--- src/include/legacy16_regs.svh ---
`ifndef LEGACY16_REGS_SVH
`define LEGACY16_REGS_SVH

// Word offsets on the register bus
`define LC_OFF_CTRL 8'h00
`define LC_OFF_STAT 8'h04
`define LC_OFF_PSW 8'h08
`define LC_OFF_PSWOP 8'h0c
`define LC_OFF_LADDR 8'h10
`define LC_OFF_CMD 8'h14
`define LC_OFF_SRC 8'h18
`define LC_OFF_DST 8'h1c
`define LC_OFF_NPC 8'h20
`define LC_OFF_EXITPC 8'h24
// Windows: native registers at 0x40..0x7c, legacy registers at 0x80..0x9c
`define LC_GPR_WIN 2'h1
`define LC_LEG_WIN 3'h4

// Control fields
`define LC_CTRL_ENTER 0
`define LC_CTRL_EXIT 1
`define LC_CTRL_PRIV_HI 3
`define LC_CTRL_PRIV_LO 2
// Status fields
`define LC_STAT_FP 2
`define LC_STAT_PRIV 3
`define LC_STAT_SPEC 4
// Status-word operation fields
`define LC_PSWOP_OP_HI 17
`define LC_PSWOP_OP_LO 16
`define LC_PSWOP_SET 18
// Operand command fields
`define LC_CMD_SRC_HI 5
`define LC_CMD_SRC_LO 0
`define LC_CMD_DST_HI 11
`define LC_CMD_DST_LO 6
`define LC_CMD_KIND_HI 13
`define LC_CMD_KIND_LO 12
`define LC_CMD_BYTE 14
`define LC_CMD_IDX_HI 31
`define LC_CMD_IDX_LO 16

// Status word layout and reset
`define LC_PSW_KEEP 5
`define LC_PSW_TRACE 4
`define LC_PSW_RESET 16'h0000
// Register mapping
`define LC_PC_LEGACY 3'h7
`define LC_PC_NATIVE 4'hf
`define LC_PROT_LO 4'h8
`define LC_PROT_HI 4'he
`define LC_SP_LEGACY 3'h6
`define LC_USER_MODE 2'h3
`define LC_STEP_BYTE 16'h0001
`define LC_STEP_WORD 16'h0002

`endif

--- src/include/legacy16_pkg.sv ---
package legacy16_pkg;

    // Operand addressing modes, in mode-field order 0..7
    typedef enum logic [2:0] {
        am_reg, am_reg_def, am_ainc, am_ainc_def,
        am_adec, am_adec_def, am_idx, am_idx_def
    } am_t;

    typedef enum logic [1:0] {k_plain, k_jmp, k_jsr, k_float} kind_t;

    typedef enum logic [1:0] {po_none, po_rti, po_rtt, po_cc} pswop_t;

    typedef enum logic [3:0] {
        st_idle, st_bus_rd, st_src_rd, st_src_calc, st_dst_rd, st_dst_calc,
        st_jsr_rd, st_jsr_calc, st_scr_rd, st_scr_wr
    } state_t;

endpackage

--- src/native_gpr_mem.sv ---
`timescale 1ns/1ps
module native_gpr_mem #(
    parameter int WIDTH = 32,
    parameter int DEPTH = 16,
    parameter int AW = $clog2(DEPTH)
) (
    input wire logic ref_clk_in,
    input wire logic sys_rst_in,
    input wire logic we_in,
    input wire logic [AW-1:0] waddr_in,
    input wire logic [WIDTH-1:0] wdata_in,
    input wire logic [AW-1:0] raddr_in,
    output logic [WIDTH-1:0] rdata_out
);
    logic [WIDTH-1:0] mem [DEPTH];

    always_ff @(posedge ref_clk_in) begin
        if (we_in) begin
            mem[waddr_in] <= wdata_in;
        end
    end

    // Registered read; a write lands before the next read is issued
    always_ff @(posedge ref_clk_in or posedge sys_rst_in) begin
        if (sys_rst_in) begin
            rdata_out <= '0;
        end else begin
            rdata_out <= mem[raddr_in];
        end
    end
endmodule // native_gpr_mem

--- src/legacy16_compat_regs_psw.sv ---
`timescale 1ns/1ps
`include "legacy16_regs.svh"
// How it works
// RQ1: Legacy 16-bit addresses widen to 32 bits with zero upper half.
// RQ2: Legacy registers 0..6 are low halves of native registers 0..6.
// RQ3: Legacy program counter is the low half of native register 15.
// RQ4: Native registers 8..14 stay untouched while in compatibility mode.
// RQ5: Entry ignores native register 7 and upper halves of 0..6 and 15.
// RQ6: Leaving by exception zeroes upper halves of 0..6 and stacked PC.
// RQ7: No float accumulators; float operations are refused.
// RQ8: Destination side effects never alter a fetched source, except subroutine jump.
// RQ9: Autoincrement in jumps does not change the resulting new PC.
// RQ10: Source register side effects are seen by the destination calculation.
// RQ11: Each operand specifier has a 3-bit field choosing one of eight modes.
// RQ12: Legacy R6 is only an implied stack pointer; no hardware use or checks.
// RQ13: Status word holds trace at bit 4, N Z V C below, mirroring native bits.
// RQ14: Status word changes only by interrupt/trap return or condition-code ops.
// RQ15: Returns ignore bits 15..5 of the popped status word.
// RQ16: Only the legacy user privilege level exists.
// RQ17: Native software maps I/O before legacy programs touch device registers.
// RQ18: Status word bits 15..5 read zero and cannot be written.
module legacy16_compat_regs_psw
    import legacy16_pkg::*;
(
    input wire logic ref_clk_in,
    input wire logic sys_rst_in,
    input wire logic wb_cyc_in,
    input wire logic wb_stb_in,
    input wire logic wb_we_in,
    input wire logic [7:0] wb_adr_in,
    input wire logic [3:0] wb_sel_in,
    input wire logic [31:0] wb_dat_in,
    output logic [31:0] wb_dat_out,
    output logic wb_ack_out,
    output logic compat_mode_out,
    output logic [31:0] native_addr_out,
    output logic [15:0] legacy_status_word_out,
    output logic [4:0] native_psl_low_out,
    output logic [31:0] exit_pc_out,
    output logic [31:0] new_pc_out
);
    state_t state, next_state;
    logic [31:0] cmd, src_res, dst_res;
    logic [15:0] psw;
    logic [2:0] scr_idx;
    logic fp_fault, priv_fault, spec_fault;
    logic [3:0] mem_raddr, mem_waddr;
    logic mem_we;
    logic [31:0] mem_wdata, mem_rdata, rd_word;

    function automatic logic [3:0] map_reg(input logic [2:0] r);
        map_reg = (r == `LC_PC_LEGACY) ? `LC_PC_NATIVE : {1'b0, r};
    endfunction

    // Bus decode
    logic wb_req, bus_take, is_gpr, is_leg, needs_mem, wr_ok, reg_wr;
    logic [3:0] acc_idx;
    assign wb_req = wb_cyc_in & wb_stb_in & ~wb_ack_out;
    assign bus_take = wb_req & (state == st_idle);
    assign is_gpr = (wb_adr_in[7:6] == `LC_GPR_WIN);
    assign is_leg = (wb_adr_in[7:5] == `LC_LEG_WIN);
    assign needs_mem = is_gpr | is_leg;
    assign acc_idx = is_gpr ? wb_adr_in[5:2] : map_reg(wb_adr_in[4:2]); // [RQ2] [RQ3]
    assign reg_wr = bus_take & wb_we_in & ~needs_mem;
    // Native window needs all four lanes, legacy window lanes 1:0; protected natives are frozen in compatibility mode
    assign wr_ok = is_gpr ? ((wb_sel_in == 4'hf) &&
                             !(compat_mode_out && acc_idx >= `LC_PROT_LO &&
                               acc_idx <= `LC_PROT_HI)) // [RQ4]
                          : (wb_sel_in[1:0] == 2'h3);

    // Command and control decode from the write data
    kind_t wr_kind;
    am_t wr_dst_mode;
    logic cmd_wr, start_ok, ctrl_wr, exit_ok, enter_req, psw_take;
    pswop_t wr_op;
    assign wr_kind = kind_t'(wb_dat_in[`LC_CMD_KIND_HI:`LC_CMD_KIND_LO]);
    assign wr_dst_mode = am_t'(wb_dat_in[`LC_CMD_DST_HI:`LC_CMD_DST_HI-2]);
    assign cmd_wr = reg_wr && (wb_adr_in == `LC_OFF_CMD);
    assign start_ok = cmd_wr && compat_mode_out && (wr_kind != k_float) && // [RQ7]
                      !((wr_kind != k_plain) && (wr_dst_mode == am_reg));
    assign ctrl_wr = reg_wr && (wb_adr_in == `LC_OFF_CTRL);
    assign exit_ok = ctrl_wr && wb_dat_in[`LC_CTRL_EXIT] && compat_mode_out;
    assign enter_req = ctrl_wr && wb_dat_in[`LC_CTRL_ENTER] && !compat_mode_out;
    assign psw_take = reg_wr && (wb_adr_in == `LC_OFF_PSWOP);
    assign wr_op = pswop_t'(wb_dat_in[`LC_PSWOP_OP_HI:`LC_PSWOP_OP_LO]);

    // Operand engine: one specifier evaluated per calc state
    kind_t kind;
    logic [5:0] src_spec, dst_spec, cur_spec;
    am_t cur_mode;
    logic [2:0] cur_reg;
    logic [15:0] v, step, cur_ea, wb_val;
    logic wb_en;
    assign kind = kind_t'(cmd[`LC_CMD_KIND_HI:`LC_CMD_KIND_LO]);
    assign src_spec = cmd[`LC_CMD_SRC_HI:`LC_CMD_SRC_LO];
    assign dst_spec = cmd[`LC_CMD_DST_HI:`LC_CMD_DST_LO];
    assign cur_spec = (state == st_src_calc) ? src_spec : dst_spec;
    assign cur_mode = am_t'(cur_spec[5:3]); // [RQ11]
    assign cur_reg = cur_spec[2:0];
    assign v = mem_rdata[15:0]; // [RQ5]

    always_comb begin
        // Byte step only for R0..R5 in non-deferred modes
        step = (cmd[`LC_CMD_BYTE] && cur_reg < `LC_SP_LEGACY &&
                cur_mode != am_ainc_def && cur_mode != am_adec_def) ?
               `LC_STEP_BYTE : `LC_STEP_WORD;
        cur_ea = v;
        wb_val = v;
        wb_en = 1'b0;
        case (cur_mode) // [RQ11]
            am_reg, am_reg_def: begin
                cur_ea = v;
            end
            am_ainc, am_ainc_def: begin
                cur_ea = v; // [RQ9]
                wb_val = v + step;
                wb_en = 1'b1;
            end
            am_adec, am_adec_def: begin
                cur_ea = v - step;
                wb_val = v - step;
                wb_en = 1'b1;
            end
            am_idx, am_idx_def: begin
                cur_ea = v + cmd[`LC_CMD_IDX_HI:`LC_CMD_IDX_LO];
            end
            default: begin
                cur_ea = v;
            end
        endcase
    end

    // Sequencer and memory port steering
    always_comb begin
        next_state = state;
        mem_raddr = acc_idx;
        mem_we = 1'b0;
        mem_waddr = acc_idx;
        mem_wdata = is_leg ? {16'h0000, wb_dat_in[15:0]} : wb_dat_in;
        case (state)
            st_idle: begin
                if (bus_take && needs_mem) begin
                    if (!wb_we_in) begin
                        next_state = st_bus_rd;
                    end else begin
                        mem_we = wr_ok;
                    end
                end else if (start_ok) begin
                    next_state = st_src_rd;
                end else if (exit_ok) begin
                    next_state = st_scr_rd;
                end
            end
            st_bus_rd: begin
                next_state = st_idle;
            end
            st_src_rd, st_jsr_rd: begin
                mem_raddr = map_reg(src_spec[2:0]);
                next_state = (state == st_src_rd) ? st_src_calc : st_jsr_calc;
            end
            st_src_calc, st_dst_calc: begin
                // Write-back lands before the next read: source effects reach dest
                mem_we = wb_en; // [RQ10]
                mem_waddr = map_reg(cur_reg);
                mem_wdata = {16'h0000, wb_val};
                if (state == st_src_calc) begin
                    next_state = st_dst_rd;
                end else begin
                    next_state = (kind == k_jsr) ? st_jsr_rd : st_idle;
                end
            end
            st_dst_rd: begin
                mem_raddr = map_reg(dst_spec[2:0]); // [RQ10]
                next_state = st_dst_calc;
            end
            st_jsr_calc: begin
                next_state = st_idle;
            end
            st_scr_rd: begin
                mem_raddr = map_reg(scr_idx);
                next_state = st_scr_wr;
            end
            st_scr_wr: begin
                // Native 7, 8..14 and the stack pointer role of R6 are left alone
                mem_we = 1'b1; // [RQ6] [RQ12]
                mem_waddr = map_reg(scr_idx);
                mem_wdata = {16'h0000, mem_rdata[15:0]};
                next_state = (scr_idx == `LC_PC_LEGACY) ? st_idle : st_scr_rd;
            end
            default: begin
                next_state = st_idle;
            end
        endcase
    end

    always_ff @(posedge ref_clk_in or posedge sys_rst_in) begin
        if (sys_rst_in) begin
            state <= st_idle;
        end else begin
            state <= next_state;
        end
    end

    native_gpr_mem #(.WIDTH(32), .DEPTH(16)) u_gpr (
        .ref_clk_in(ref_clk_in),
        .sys_rst_in(sys_rst_in),
        .we_in(mem_we),
        .waddr_in(mem_waddr),
        .wdata_in(mem_wdata),
        .raddr_in(mem_raddr),
        .rdata_out(mem_rdata)
    );

    // Operand command and results
    always_ff @(posedge ref_clk_in or posedge sys_rst_in) begin
        if (sys_rst_in) begin
            cmd <= '0;
            src_res <= '0;
            dst_res <= '0;
            new_pc_out <= '0;
        end else begin
            if (cmd_wr) begin
                cmd <= wb_dat_in;
            end
            if (state == st_src_calc) begin
                src_res <= {16'h0000, cur_ea};
            end
            if (state == st_dst_calc) begin
                dst_res <= {16'h0000, cur_ea};
                if (kind != k_plain) begin
                    new_pc_out <= {16'h0000, cur_ea}; // [RQ9]
                end
            end
            // Only the subroutine jump lets the dest pass change its source
            if (state == st_jsr_calc) begin
                src_res <= {16'h0000, mem_rdata[15:0]}; // [RQ8]
            end
        end
    end

    // Mode control and exception exit scrub
    always_ff @(posedge ref_clk_in or posedge sys_rst_in) begin
        if (sys_rst_in) begin
            compat_mode_out <= 1'b0;
            scr_idx <= '0;
            exit_pc_out <= '0;
        end else begin
            if (enter_req &&
                wb_dat_in[`LC_CTRL_PRIV_HI:`LC_CTRL_PRIV_LO] == `LC_USER_MODE) begin
                compat_mode_out <= 1'b1; // [RQ16]
            end else if (exit_ok) begin
                compat_mode_out <= 1'b0;
            end
            if (exit_ok) begin
                scr_idx <= '0;
            end else if (state == st_scr_wr) begin
                scr_idx <= scr_idx + 3'h1;
            end
            if (state == st_scr_wr && scr_idx == `LC_PC_LEGACY) begin
                exit_pc_out <= {16'h0000, mem_rdata[15:0]}; // [RQ6]
            end
        end
    end

    // Sticky faults, write one to clear, a new fault wins
    logic fp_set, priv_set, spec_set;
    logic [31:0] clr;
    assign fp_set = cmd_wr && wr_kind == k_float; // [RQ7]
    assign priv_set = enter_req &&
        wb_dat_in[`LC_CTRL_PRIV_HI:`LC_CTRL_PRIV_LO] != `LC_USER_MODE; // [RQ16]
    assign spec_set = cmd_wr && !start_ok && wr_kind != k_float;
    assign clr = (reg_wr && wb_adr_in == `LC_OFF_STAT) ? wb_dat_in : 32'h0;
    always_ff @(posedge ref_clk_in or posedge sys_rst_in) begin
        if (sys_rst_in) begin
            fp_fault <= 1'b0;
            priv_fault <= 1'b0;
            spec_fault <= 1'b0;
        end else begin
            fp_fault <= fp_set | (fp_fault & ~clr[`LC_STAT_FP]);
            priv_fault <= priv_set | (priv_fault & ~clr[`LC_STAT_PRIV]);
            spec_fault <= spec_set | (spec_fault & ~clr[`LC_STAT_SPEC]);
        end
    end

    // Status word: direct writes to its offset are ignored
    always_ff @(posedge ref_clk_in or posedge sys_rst_in) begin
        if (sys_rst_in) begin
            psw <= `LC_PSW_RESET;
        end else if (psw_take) begin // [RQ14]
            case (wr_op)
                po_rti, po_rtt: begin
                    psw <= {11'h000, wb_dat_in[`LC_PSW_KEEP-1:0]}; // [RQ15] [RQ18]
                end
                po_cc: begin
                    if (wb_dat_in[`LC_PSWOP_SET]) begin
                        psw[3:0] <= psw[3:0] | wb_dat_in[3:0];
                    end else begin
                        psw[3:0] <= psw[3:0] & ~wb_dat_in[3:0];
                    end
                end
                default: begin
                    psw <= psw;
                end
            endcase
        end
    end
    assign legacy_status_word_out = psw; // [RQ13]
    assign native_psl_low_out = psw[`LC_PSW_KEEP-1:0]; // [RQ13]

    // Legacy address widening
    always_ff @(posedge ref_clk_in or posedge sys_rst_in) begin
        if (sys_rst_in) begin
            native_addr_out <= '0;
        end else if (reg_wr && wb_adr_in == `LC_OFF_LADDR) begin
            native_addr_out <= {16'h0000, wb_dat_in[15:0]}; // [RQ1]
        end
    end

    always_comb begin
        case (wb_adr_in)
            `LC_OFF_CTRL: rd_word = {28'h0, `LC_USER_MODE, 2'h0};
            `LC_OFF_STAT: rd_word = {27'h0, spec_fault, priv_fault, fp_fault,
                                     1'b0, compat_mode_out};
            `LC_OFF_PSW: rd_word = {16'h0000, psw};
            `LC_OFF_LADDR: rd_word = native_addr_out;
            `LC_OFF_CMD: rd_word = cmd;
            `LC_OFF_SRC: rd_word = src_res;
            `LC_OFF_DST: rd_word = dst_res;
            `LC_OFF_NPC: rd_word = new_pc_out;
            `LC_OFF_EXITPC: rd_word = exit_pc_out;
            default: rd_word = 32'h0;
        endcase
    end

    // Bus answer: one cycle after take, two for window reads
    always_ff @(posedge ref_clk_in or posedge sys_rst_in) begin
        if (sys_rst_in) begin
            wb_ack_out <= 1'b0;
            wb_dat_out <= '0;
        end else begin
            wb_ack_out <= (bus_take && !(needs_mem && !wb_we_in)) ||
                          (state == st_bus_rd);
            if (state == st_bus_rd) begin
                wb_dat_out <= is_leg ? {16'h0000, mem_rdata[15:0]} : mem_rdata; // [RQ5]
            end else if (bus_take && !wb_we_in) begin
                wb_dat_out <= rd_word;
            end
        end
    end

    a_addr_zero_ext: assert property (@(posedge ref_clk_in) disable iff (sys_rst_in) // [RQ1]
        native_addr_out[31:16] == 16'h0000) else $error("native address upper half set");
    a_legacy_low_map: assert property (@(posedge ref_clk_in) disable iff (sys_rst_in) // [RQ2]
        (bus_take && is_leg && wb_adr_in[4:2] != 3'h7) |-> mem_raddr == {1'b0, wb_adr_in[4:2]})
        else $error("legacy register mapped wrongly");
    a_legacy_pc_map: assert property (@(posedge ref_clk_in) disable iff (sys_rst_in) // [RQ3]
        (bus_take && is_leg && wb_adr_in[4:2] == 3'h7) |-> mem_raddr == 4'hf)
        else $error("legacy pc not on native 15");
    a_protect_regs: assert property (@(posedge ref_clk_in) disable iff (sys_rst_in) // [RQ4]
        (compat_mode_out && mem_we) |-> !(mem_waddr >= 4'h8 && mem_waddr <= 4'he))
        else $error("protected native register written");
    a_scrub_upper: assert property (@(posedge ref_clk_in) disable iff (sys_rst_in) // [RQ6]
        exit_ok |=> (state == st_scr_rd) ##1 (mem_we && mem_wdata[31:16] == 16'h0000)
        ##1 (mem_waddr != 4'h7)) else $error("exit scrub wrong");
    a_float_refused: assert property (@(posedge ref_clk_in) disable iff (sys_rst_in) // [RQ7]
        (cmd_wr && wr_kind == k_float) |=> (fp_fault && state == st_idle))
        else $error("float op not refused");
    a_src_kept: assert property (@(posedge ref_clk_in) disable iff (sys_rst_in) // [RQ8]
        (state == st_dst_calc && kind != k_jsr) |=> $stable(src_res))
        else $error("source changed by dest pass");
    a_jump_pc: assert property (@(posedge ref_clk_in) disable iff (sys_rst_in) // [RQ9]
        (state == st_dst_calc && kind == k_jmp && cur_mode == am_ainc)
        |=> new_pc_out[15:0] == $past(mem_rdata[15:0])) else $error("jump pc moved");
    a_psw_only_ops: assert property (@(posedge ref_clk_in) disable iff (sys_rst_in) // [RQ14]
        !$stable(psw) |-> $past(psw_take)) else $error("status word changed by other path");
    a_psw_pop: assert property (@(posedge ref_clk_in) disable iff (sys_rst_in) // [RQ15]
        (psw_take && (wr_op == po_rti || wr_op == po_rtt))
        |=> psw == {11'h000, $past(wb_dat_in[4:0])}) else $error("popped word not applied");
    a_psw_upper: assert property (@(posedge ref_clk_in) disable iff (sys_rst_in) // [RQ18]
        legacy_status_word_out[15:5] == 11'h000) else $error("status word upper bits set");
endmodule // legacy16_compat_regs_psw

--- config.mk ---
export PLATFORM = sky130hd
export DESIGN_NAME = legacy16_compat_regs_psw
export DESIGN_NICKNAME = d
export VERILOG_FILES = /design/src/include/legacy16_pkg.sv /design/src/native_gpr_mem.sv /design/src/legacy16_compat_regs_psw.sv
export VERILOG_INCLUDE_DIRS = /design/src /design/src/include
export SDC_FILE = /design/constraint.sdc
export NUM_CORES = 1
export LEC_CHECK = 0
export BUFFER_PORTS_ARGS = -buffer_cell sky130_fd_sc_hd__buf_2
export CELL_PAD_IN_SITES_DETAIL_PLACEMENT = 1
export CELL_PAD_IN_SITES_GLOBAL_PLACEMENT = 1
export CORE_UTILIZATION = 50
export CTS_CLUSTER_DIAMETER = 50
export DETAILED_ROUTE_END_ITERATION = 12
export GPL_TIMING_DRIVEN = 0
export HOLD_SLACK_MARGIN = 0.06
export PLACE_DENSITY = 0.81
export SLEW_MARGIN = 15
export SYNTH_ARGS = -nofsm -noshare
export SYNTH_HDL_FRONTEND = slang
export SYNTH_SLANG_ARGS = --single-unit
--- constraint.sdc ---
create_clock -name ref_clk_in -period 10.9 [get_ports ref_clk_in]
set_input_delay 1.09 -clock ref_clk_in [delete_from_list [all_inputs] [get_ports ref_clk_in]]
set_output_delay 1.09 -clock ref_clk_in [all_outputs]
set_load 0.05 [all_outputs]
* Yosys cells after proc, flatten, opt, wreduce, memory -nomap -nowiden *
Memories as Yosys holds them, arrays and structs flattened. A register that Yosys moved wholly into a read port is not among the register bits.
Cells that the tools add are included.

operators by class
  $add $sub $neg = 4
  multiplexer cells = 43
  eq/ne operators = 46
  bitwise logic cells = 20
  reduce and logical (&&, ||, !) cells = 59
  order comparisons = 3

operators with widths
  operator            count
  $pmux 32 s9         1
  $mux 32             6
  $pmux 32 s2         1
  $mux 4              12
  $pmux 16 s3         1
  $eq 8x5->1 const B  4
  $pmux 16 s2         1
  $eq 3x3->1 const B  10
  $logic_and 1x1->1   29
  $pmux 4 s6          1
  $add 16x16->16      1
  $add 16x2->16       1
  $eq 4x3->1 const B  4
  $eq 8x4->1 const B  2
  $eq 8x6->1 const B  2
  $pmux 4 s2          2
  $sub 16x2->16       1
  $mux 3              5
  $reduce_bool 2->1   7
  $eq 2x2->1 const B  6
  $eq 4x4->1 const B  3
  $pmux 4 s3          1
  $reduce_or 2->1     6
  $and 1x1->1         8
  other kinds (31)    60

storage, ports and cells
  output and inout bits = 151
  register bits after elaboration = 177
  memory bits (writable) = 512
  memories kept = 1

memory list
  memory     depth  width  rd ports  clocked after Yosys merged registers in  wr ports  RTL line              source
  u_gpr.mem  16     32     1         1                                        1         native_gpr_mem.sv:15  logic [WIDTH-1:0] mem [DEPTH];

* Depth between registers and ports, before layout *
Gate-level depths: netlist (run 1).

  word-level depth = 14
  mapped depth = 19
  mapped depth without buffers = 17

* Hierarchy *
A second synthesis (run 1) with hierarchy kept.

unflattened totals
  cells, all modules = 2,047
  area, all modules = 30,782.0 sq um

modules (own cells, without submodules)
  module                    times used  cells an instance  area an instance (sq um)  seq. area each (sq um)
  native_gpr_mem            1           839                19,999.2                  16,175.5
  legacy16_compat_regs_psw  1           1,208              10,782.8                  4,028.9

* Worst setup path before layout (run 1) *
No wires, ideal clock.

  kind = register -> register
  start point = register state[3]
  end point = memory u_gpr.mem[0][13] (data pin)
  stages on the path, launching flop included = 15
  path slack = 6.453 ns
  clock period less this slack = 4.447 ns
  setup time = 0.330 ns
  arrival time = 4.117 ns
  data required time = 10.570 ns
  cells stage by stage = dfrtp_1 buf_2 nor4bb_1 buf_4 mux2i_4 xnor2_2 o211ai_1 inv_1 ha_1 or4b_1 clkbuf_1 or3_4 o22ai_1 a22oi_1 o21ai_0

on the way
  word-level cells in the longest chain between the ends = 10
  elaborated cells on any way between the ends = 22
  classes of those cells = add/sub: 2; order compare: 1; eq/ne: 9; mux: 4; reduce/logical: 6

ends and longest elaborated chain
  item                                                   RTL line                                                          source
  start, declared                                        legacy16_compat_regs_psw.sv:42                                    state_t state, next_state;
  start signal, assigned                                 legacy16_compat_regs_psw.sv:198                                   state <= st_idle;
  start signal, assigned                                 legacy16_compat_regs_psw.sv:200                                   state <= next_state;
  $eq 4x2->1                                             legacy16_compat_regs_psw.sv:97, legacy16_compat_regs_psw.sv:140
  $mux 6                                                 legacy16_compat_regs_psw.sv:97                                    assign cur_spec = (state == st_src_calc) ? src_spec : dst_spec;
  $lt 3x3->1 (no source line)                            n/a
  $logic_and 1x1->1 (no source line)                     n/a
  $logic_and 1x1->1 (2 in series)                        legacy16_compat_regs_psw.sv:104                                   step = (cmd[`LC_CMD_BYTE] && cur_reg < `LC_SP_LEGACY &&
  $mux 2 (no source line)                                n/a
  $sub 16x2->16 / $add 16x2->16 (equally long branches)  legacy16_compat_regs_psw.sv:121, legacy16_compat_regs_psw.sv:116
  $pmux 16 s2                                            legacy16_compat_regs_psw.sv:110                                   case (cur_mode)
  $pmux 32 s2 *                                          legacy16_compat_regs_psw.sv:140                                   case (state)
  named net mem_wdata[13]                                legacy16_compat_regs_psw.sv:49                                    logic [31:0] mem_wdata, mem_rdata, rd_word;
  end, declared                                          native_gpr_mem.sv:15

The timed path passes the listed nets; every way through them passes the cells marked *.

* Final worst setup path (run 1) *
  start point = register state[3]
  end point = memory u_gpr.mem[0][14] (data pin)

The elaborated chain is that of the path after synthesis.

==> results of run 1 <==
-- cell usage in the layout, fill, tap and decap left out, types with 59 or more instances in the layout --
cell	count
a21oi_1	63
buf_2	170
buf_4	84
clkbuf_1	76
clkbuf_16	80
conb_1	59
dfrtp_1	193
edfxtp_1	512
mux2_2	73
mux2i_1	103
mux4_2	129
nand2_1	108
nor2_1	98
o21ai_0	96
-- worst max path at each step --
stage	start	endpoint	slack (ns)
2_1_floorplan	sys_rst_in	asynchronous set/reset pin	4.55
3_3_place_gp	sys_rst_in	native_addr_out[6]	2.01
3_5_place_dp	state[0]	u_gpr.mem[0][14]	5.43
4_1_cts	state[3]	u_gpr.mem[0][14]	5.40
5_1_grt	state[3]	u_gpr.mem[0][14]	5.05
6_report	state[3]	u_gpr.mem[0][14]	5.33
-- flip-flops by register name, indices dropped and copies added, names as in the netlist, 3 cells and up, named ones only --
signal and flops:
wb_dat_out 32, exit_pc_out 16, u_gpr.mem 512, new_pc_out 16, scr_idx 3, native_addr_out 16, src_res 16, cmd 32
state 4, u_gpr.rdata_out 32, dst_res 16
-- layer usage --
| metal | track usage [%] | vias to the layer above |
|---|---|---|
| li1 | - | 8397 |
| met1 | 41.64 | 10840 |
| met2 | 56.02 | 1312 |
| met3 | 5.353 | 322 |
| met4 | 16.53 | 4 |
| met5 | 0 | - |
-- final cells by class --
| cell class | count | area (um^2) | share of cell area (%) |
|---|---|---|---|
| Buffer | 183 | 1032 | 2.858 |
| Clock buffer | 99 | 2133 | 5.907 |
| Clock inverter | 44 | 524.3 | 1.452 |
| Inverter | 30 | 120.1 | 0.3326 |
| Multi-Input combinational cell | 1158 | 9988 | 27.66 |
| Sequential cell | 705 | 20200 | 55.95 |
| Tap cell | 782 | 978.4 | 2.709 |
| Timing Repair Buffer | 158 | 1132 | 3.136 |
-- kinds of logic (layout without fill, tap and decap cells) --
kind of cell	Yosys count	after routing
AOI/OAI and AO/OA	362	362
xor gates and xnor gates	13	13
adders and majority gates	27	27
buffers and inverters	213	514
DFF	705	705
muxes	316	316
other	1	59
and+or+nand+nor	381	381
-- power groups by stage --
| stage | combinational, W | clock [W] | sequential (W) |
|---|---|---|---|
| final | 0.000586 | 0.00273 | 0.00297 |
| after global routing | 0.000614 | 0.00283 | 0.00297 |
| after floorplan | 0.000313 | 0 | 0.00309 |
| after detailed placement | 0.000569 | 0 | 0.00302 |
| after CTS | 0.000581 | 0.00274 | 0.00297 |
| after global placement | 0.000540 | 0 | 0.00302 |
-- per-stage QoR --
stage	total power, W	area [um^2]	util [%]	hold slack (ns)	worst slack, ns
3_3_place_gp	0.003556	32850	54.02	0.4545	2.014
4_1_cts	0.006288	36110	59.38	0.4852	5.398
2_1_floorplan	0.003402	31200	-	0.4402	4.554
5_1_grt	0.006413	36110	59.39	0.5152	5.045
3_5_place_dp	0.003587	33450	55.01	0.4687	5.427
6_report	0.006283	36110	59.39	0.4842	5.331
==> results.cfg, run 1 <==
[status]
outcome = complete, no violations

[clock_network]
post_cts_buffers = 0
path_clk_slew_ns = 0.06
ctsResizeCount = 0
clk_latency_ns = 0.67
cts_inserted_buffers = 79
ctsHtreeMaxLevel = 3
clock-root-buffer = clkbuf_16
cts_tree = yes
clock_path_buffers = 3
postCtsHoldBufs = 0
clock_sinks = 705

[worst_setup_path]
reg2reg_slack_ns = 5.33
critPathKind = flip-flop to flip-flop
r2r_end = u_gpr.mem[0][14]
path_cells = buf_2 > nor4bb_1 > buf_4 > mux2i_4 > xnor2_2 > o211ai_1 > inv_1 > ha_1 > fa_1 > or4b_4 > nor4_2 > nand2_1 > a221oi_1 > a21oi_1 > o21ai_1 > a221o_1
cp.required_ns = 11.24
crit_path_start_kind = flip-flop
cpPeakStageDelay_ns = 0.63
critical_path_buf_inv_count = 3
crit_family = simple AND/OR/NAND/NOR gates
critPathArrivalTime_ns = 5.91
end_kind = flip-flop
path_max_fanout = 16
slowest_stage = a221o_1
path_depth = 16
reg2reg_depth = 16
rr_startpoint = state[3]

[synthesis]
synth.area.mux_share_pct = 15.80
syn_area_um2 = 30980
yosysMostFrequentCell = edfxtp_1
ys_ff_latch = 705
ys.flop_type = edfxtp_1
synth.area.top_cells = edfxtp_1, dfrtp_1, mux4_2
synth_top_area_share_pct = 49.62
synth-simple-area-share_pct = 6.009
yosysUniqueCellTypes = 78
synth-async-reset-ratio_pct = 27.38
seq_area_frac_synth_pct = 65.21
ys_warn_count = 0
synth.largest_area_cell = edfxtp_1
synth_commonest_cells = edfxtp_1, dfrtp_1, mux4_2
synthXorXnorAreaFrac_pct = 0.3917
syn-mean-instance-area_um2 = 15.35
synth-compound-area-share_pct = 7.721
synthAdderAreaFrac_pct = 1.163
synth_edf_count = 512
netlist_instances = 2018
synth_top_family_by_area = multiplexers

[floorplanning]
chipHeight_um = 250.9
start_util_pct = 50.95
ios = 200
dieWidth_um = 250.9
core_um2 = 60810
rows = 90
die_area_um2 = 62970

[routing]
vias_per_cell = 6.608
routed.top_layer = met5
met1_length_mm = 38.15
postRouteAntennaNets = 0
drtIter0Drc = 2319
drc = 0
wl_met2_mm = 50.98
dr_wl_met3_mm = 8.202
routedWlPerCell_um = 32.59
num_vias = 20880
wirelength_mm = 103.0
drt-pass1-iter-count = 8

[sta]
max_slew_margin_pct = 15.20
setup_viol = 0
hold_violations = 0
max_freq_ghz = 0.1796
tns_ns = 0
worst_pin_slew_ns = 1.267
drv_slew = 0
fin_crit_sh_pct = 51.09
rsz0062_at_grt = false
finClkSkew_ns = 0.04252
period_minus_slack_ns = 5.569

[hold_path]
min_path_type = primary input to asynchronous set/reset pin

[pwr]
powerDensity_nw_per_um2 = 174.0
internal_power_w = 0.004636
pwr-share-seq_pct = 47.2
power_frac_comb_pct = 9.3
switching_share_pct = 26.21
vdd_drop_max_v = 0.0001594
p_switching_w = 0.001647
p_clk_share_pct = 43.4
leakage_nw = 13.63

[layout]
layout-drive-gt1-share_pct = 27.22
fill_cells = 5677
nNetsFinal = 2391
antennaDiodeCount = 0
area_delta_synth_final_pct = 16.55
layoutNonFillerInstCount = 3159

[global_routing]
grt_pass1_wl_mm = 150.6
grt_antenna_before_repair = 3
grt_usage_pct = 33.13
grt.overflow.total = 0
grt_start_max_net_pins = 72
grt_pass1_vias = 21880

[job]
maxCapViolCount = 0

[placed_design]
dp_cells = 3016
numPortBuffers = 134
place_congestion = 0.9307
dp.final_hpwl_mm = 69.21
Power figures use the tool's default switching activity.
==> run 2: changes to the inputs <==
CORE_UTILIZATION = 46   (was 50)
PLACE_DENSITY = 0.78   (was 0.81)
clock period = 4.8 ns   (was 10.9 ns; I/O delays follow)
==> results.cfg, run 2 (synthesis gave the netlist of run 1 again) <==
[worst_setup_path]
cp.required_ns = 5.16
end_kind = flip-flop
critPathKind = flip-flop to flip-flop
critPathArrivalTime_ns = 5.12
crit_path_start_kind = flip-flop
path_max_fanout = 9

[routing]
wirelength_mm = 102.2
vias_per_cell = 6.272
postRouteAntennaNets = 0
num_vias = 20500
drtIter0Drc = 1938
drt-pass1-iter-count = 6
drc = 0
routedWlPerCell_um = 31.28

[sta]
finClkSkew_ns = 0.03716
timing.hold.ws_ns = 0.08655
hold_violations = 0
fin_crit_sh_pct = 99.10
max_slew_margin_pct = 22.60
tns_ns = 0
worst_pin_slew_ns = 1.155
max_freq_ghz = 0.2102
period_minus_slack_ns = 4.757
drv_slew = 0
setup_viol = 0

[status]
outcome = complete, no violations

[pwr]
pwr-share-seq_pct = 47.6
power_frac_comb_pct = 9.4
leakage_nw = 13.79
vdd_drop_max_v = 0.0003476
p_clk_share_pct = 42.9
p_switching_w = 0.003669
internal_power_w = 0.01049
powerDensity_nw_per_um2 = 386.7
switching_share_pct = 25.92

[layout]
largest_reg_flops = 512
nNetsFinal = 2415
layout-drive-gt1-share_pct = 28.33
regMostFlops = u_gpr.mem
final_cell_mix = edfxtp_1, dfrtp_1, buf_2
final_common_cell = edfxtp_1
fin_util_pct = 55.28
area_delta_synth_final_pct = 18.14
fill_cells = 6320

[clock_network]
clock-root-buffer = clkbuf_16
cts_tree = yes
clock_sinks = 705
path_clk_slew_ns = 0.06
clock_path_buffers = 3
cts_inserted_buffers = 79
clk_latency_ns = 0.65
ctsHtreeMaxLevel = 3

[floorplanning]
dieWidth_um = 261.5
ios = 200
start_util_pct = 46.79
rows = 94
die_area_um2 = 68400
chipHeight_um = 261.5
core_um2 = 66220

[placed_design]
numPortBuffers = 134
dp.final_hpwl_mm = 70.12
place_congestion = 0.9749

[global_routing]
grt_pass1_vias = 21440
grt_usage_pct = 30.41
grt_antenna_before_repair = 4
grt_start_max_net_pins = 35
grt.overflow.total = 0
grt_pass1_wl_mm = 148.4

[job]
maxCapViolCount = 0

[hold_path]
min_path_type = primary input to flip-flop
## run 2: timing repair
| action | in CTS | in global routing |
|---|---|---|
| hold buffers | 1 | 0 |
| setup buffers | 8 | 4 |
| resized for setup | 15 | 12 |
| endpoints found under the hold margin | 16 | 0 |
| cloned | 1 | 0 |
| pin swaps | 4 | 7 |
| setup endpoints to repair | 151 | 67 |
## run 2: critical path: stages (launching register included)
cell      delay [ns]
dfrtp_1         0.32
clkbuf_4        0.19
nor4bb_2        0.28
buf_4           0.25
mux2i_4         0.33
xnor2_4         0.17
o211ai_1        0.16
inv_2           0.14
ha_1            0.18
inv_1           0.06
fa_1            0.45
nor2b_4         0.17
nand4_1         0.24
nor2_2          0.27
nand3_2         0.13
o22a_1          0.26
a21oi_4         0.23
nor3_4          0.08
buf_4           0.19
a221o_2         0.39
## run 2: metrics by stage
step / setup WS [ns] / std cells / total power (W) / instance area [um^2]
after floorplan: 0.3529 / 2076 / 0.007725 / 31210
after global placement: -1.747 / 3074 / 0.008082 / 32960
after detailed placement: -0.7328 / 3108 / 0.008160 / 33760
after CTS: 0.007455 / 3264 / 0.01419 / 36510
after global routing: -0.1014 / 3269 / 0.01449 / 36610
final: 0.04332 / 3269 / 0.01416 / 36610
## run 2: final cells by class
class	count	area [um^2]	share of cell area [%]
inverter	30	116.4	0.3179
sequential	705	20200	55.20
multi-input combinational	1159	10110	27.63
buffer	183	1039	2.837
timing repair buffer	181	1439	3.931
tap	864	1081	2.953
clock buffer	111	2217	6.057
clock inverter	35	391.6	1.070
antenna	1	2.502	0.006836
## run 2: metal layers
metal	part of all wire, %	vias to the layer above	global-route usage (%)
li1	-	8457	-
met1	38	10740	38.30
met2	49	1059	50.93
met3	8.0	245	6.291
met4	4.4	6	13.37
met5	0.039	-	0
## run 2: worst paths after layout
| check | startpoint | endpoint | slack [ns] | cells past startpoint |
|---|---|---|---|---|
| hold / removal | wb_dat_in[28] | cmd[28] | 0.09 | 2 |
| setup / recovery | state[0] | u_gpr.mem[0][14] | 0.04 | 19 |
| max in group asynchronous | sys_rst_in | cmd[10] | 3.29 | 6 |
| min in group asynchronous | sys_rst_in | wb_ack_out | 0.46 | 3 |
| setup reg to reg | state[0] | u_gpr.mem[0][14] | 0.04 | 19 |
| hold reg to reg | dst_res[2] | dst_res[2] | 0.49 | 2 |
## run 2: power by group through the flow
| stage | registers, W | logic, W | clock network, W |
|---|---|---|---|
| 2_1_floorplan | 0.00701 | 0.000711 | 0 |
| 3_3_place_gp | 0.00685 | 0.00123 | 0 |
| 3_5_place_dp | 0.00686 | 0.00130 | 0 |
| 4_1_cts | 0.00674 | 0.00132 | 0.00614 |
| 5_1_grt | 0.00674 | 0.00141 | 0.00634 |
| 6_report | 0.00674 | 0.00134 | 0.00608 |
==> run 3: changes to the inputs <==
REMOVE_ABC_BUFFERS = 1   (was unset)
SLEW_MARGIN = 5   (was 15)
==> results.cfg, run 3 (synthesis gave the netlist of run 1 again) <==
[sta]
max_freq_ghz = 0.2162
fin_crit_sh_pct = 96.37
setup_viol = 0
period_minus_slack_ns = 4.626
worst_slack_ns = 0.1742
rsz0062_at_grt = false
finClkSkew_ns = 0.04616
timing.hold.ws_ns = 0.08921
max_slew_margin_pct = 18.87
hold_violations = 0
worst_pin_slew_ns = 1.209
drv_slew = 0

[layout]
area_delta_synth_final_pct = 17.74
layout-drive-gt1-share_pct = 27.45
largest_reg_flops = 512
final_design_area_no_fill_um2 = 36480
regMostFlops = u_gpr.mem
final_common_cell = edfxtp_1
nNetsFinal = 2280
final_cell_mix = edfxtp_1, dfrtp_1, buf_2

[global_routing]
use_met3_pct = 4.539
grt_usage_pct = 29.67
grt_antenna_before_repair = 1
grt_pass1_vias = 21230
grt_start_max_net_pins = 121
grt_use_met1_pct = 39.51
top_usage_layer = met2
grt.overflow.total = 0
grt_pass1_wl_mm = 146.0
grtUsageMet2_pct = 48.52

[clock_network]
clock-root-buffer = clkbuf_16
cts_inserted_buffers = 81
clk_latency_ns = 0.65
ctsHtreeMaxLevel = 3
clock_path_buffers = 3
path_clk_slew_ns = 0.06
cts_tree = yes
clock_sinks = 705

[routing]
routedWlPerCell_um = 31.96
wirelength_mm = 100.3
postRouteAntennaNets = 0
drc = 0
drt-pass1-iter-count = 6
vias_per_cell = 6.488
num_vias = 20360
drtIter0Drc = 2218

[floorplanning]
start_util_pct = 46.79
die_area_um2 = 68400
ios = 200
chipHeight_um = 261.5
rows = 94
core_um2 = 66220
dieWidth_um = 261.5

[placed_design]
place_area_um2 = 33430
numPortBuffers = 140
dp.final_hpwl_mm = 61.76
place_ws_ns = -1.934
place_congestion = 0.9169

[worst_setup_path]
endpoint = u_gpr.mem[14][15]
critPathKind = flip-flop to flip-flop
reg2reg_slack_ns = 0.17
crit_path_start_kind = flip-flop
rr_startpoint = state[2]
reg2reg_depth = 14
path_max_fanout = 16
end_kind = flip-flop
r2r_end = u_gpr.mem[14][15]
critPathArrivalTime_ns = 4.91
cp-startpoint = state[2]
cp.required_ns = 5.09

[pwr]
powerDensity_nw_per_um2 = 394.0
vdd_drop_max_v = 0.0002381
leakage_nw = 13.57

[status]
outcome = complete, no violations

[hold_path]
min-delay-start = wb_dat_in[26]
min_path_type = primary input to flip-flop

[job]
maxCapViolCount = 0
## run 3: cell types whose count changed in the layout (fill, tap and decap cells not counted), sizes merged
cell / delta
dlygate4sd3: +1
clkbuf: -72
clkinv: +9
buf: -76
bufinv: +5
clkinvlp: -2
mux2i: +2
inv: +2
## run 3: how the worst min path moves through the flow
stage               cells after the start     endpoint  slack [ns]
floorplan                               2   dst_res[4]        0.44
global placement                        2  dst_res[13]        0.46
CTS                                     2      cmd[26]        0.07
finish                                  2      cmd[26]        0.09
detailed placement                      2   dst_res[4]        0.46
global route                            2      cmd[26]        0.09
## run 3: repair_timing
action                                 4_1_cts  5_1_grt
gates resized for setup                     19        4
setup buffers                               18        3
endpoints found under the hold margin       74        0
hold buffers                                 2        0
setup endpoints to repair                  816       93
pin swaps                                    3        5
cloned                                       3        0
## run 3: final cells by class
type | count | area, um^2
fill | 6267 | 29730
sequential | 705 | 20210
multi-input combinational | 1161 | 10220
clock buffer | 103 | 2150
timing repair buffer | 225 | 2107
tap | 864 | 1081
clock inverter | 49 | 591.8
inverter | 30 | 120.1
antenna | 1 | 2.502
## run 3: per-stage QoR
stage	power [W]	setup TNS [ns]	std cells	utilization, %
after floorplan	0.007760	-1354.13	1893	-
after global placement	0.008175	-5144.80	2897	48.25
after detailed placement	0.008105	-676.24	2958	50.49
after CTS	0.01442	0	3133	55.02
after global routing	0.01471	0	3137	55.09
final	0.01437	0	3138	55.09
## run 3: worst max-delay path, stage by stage (launching register included)
cell and delay [ns]:
dfrtp_2 0.46, nor4bb_4 0.36, buf_6 0.20, mux2i_4 0.36, xnor2_4 0.18, o211ai_1 0.14, buf_4 0.18, ha_1 0.29
nor2_1 0.06, or4b_1 0.64, or3_4 0.50, nor3_4 0.21, a22oi_1 0.10, a31oi_1 0.29, nand2_2 0.28
## run 3: power breakdown
group | total [W] | switching [W] | internal [W]
sequential | 0.00679 | 0.000142 | 0.00664
combinational | 0.00125 | 0.000876 | 0.000372
clock | 0.00634 | 0.00267 | 0.00367
## run 3: layer usage
layer	wire length, um	share of wire, %	vias up
met3	8156	8.1	251
met4	4080	4.1	0
met1	39270	39	10680
met2	48780	49	1252
met5	0	0	-
li1	-	-	8178
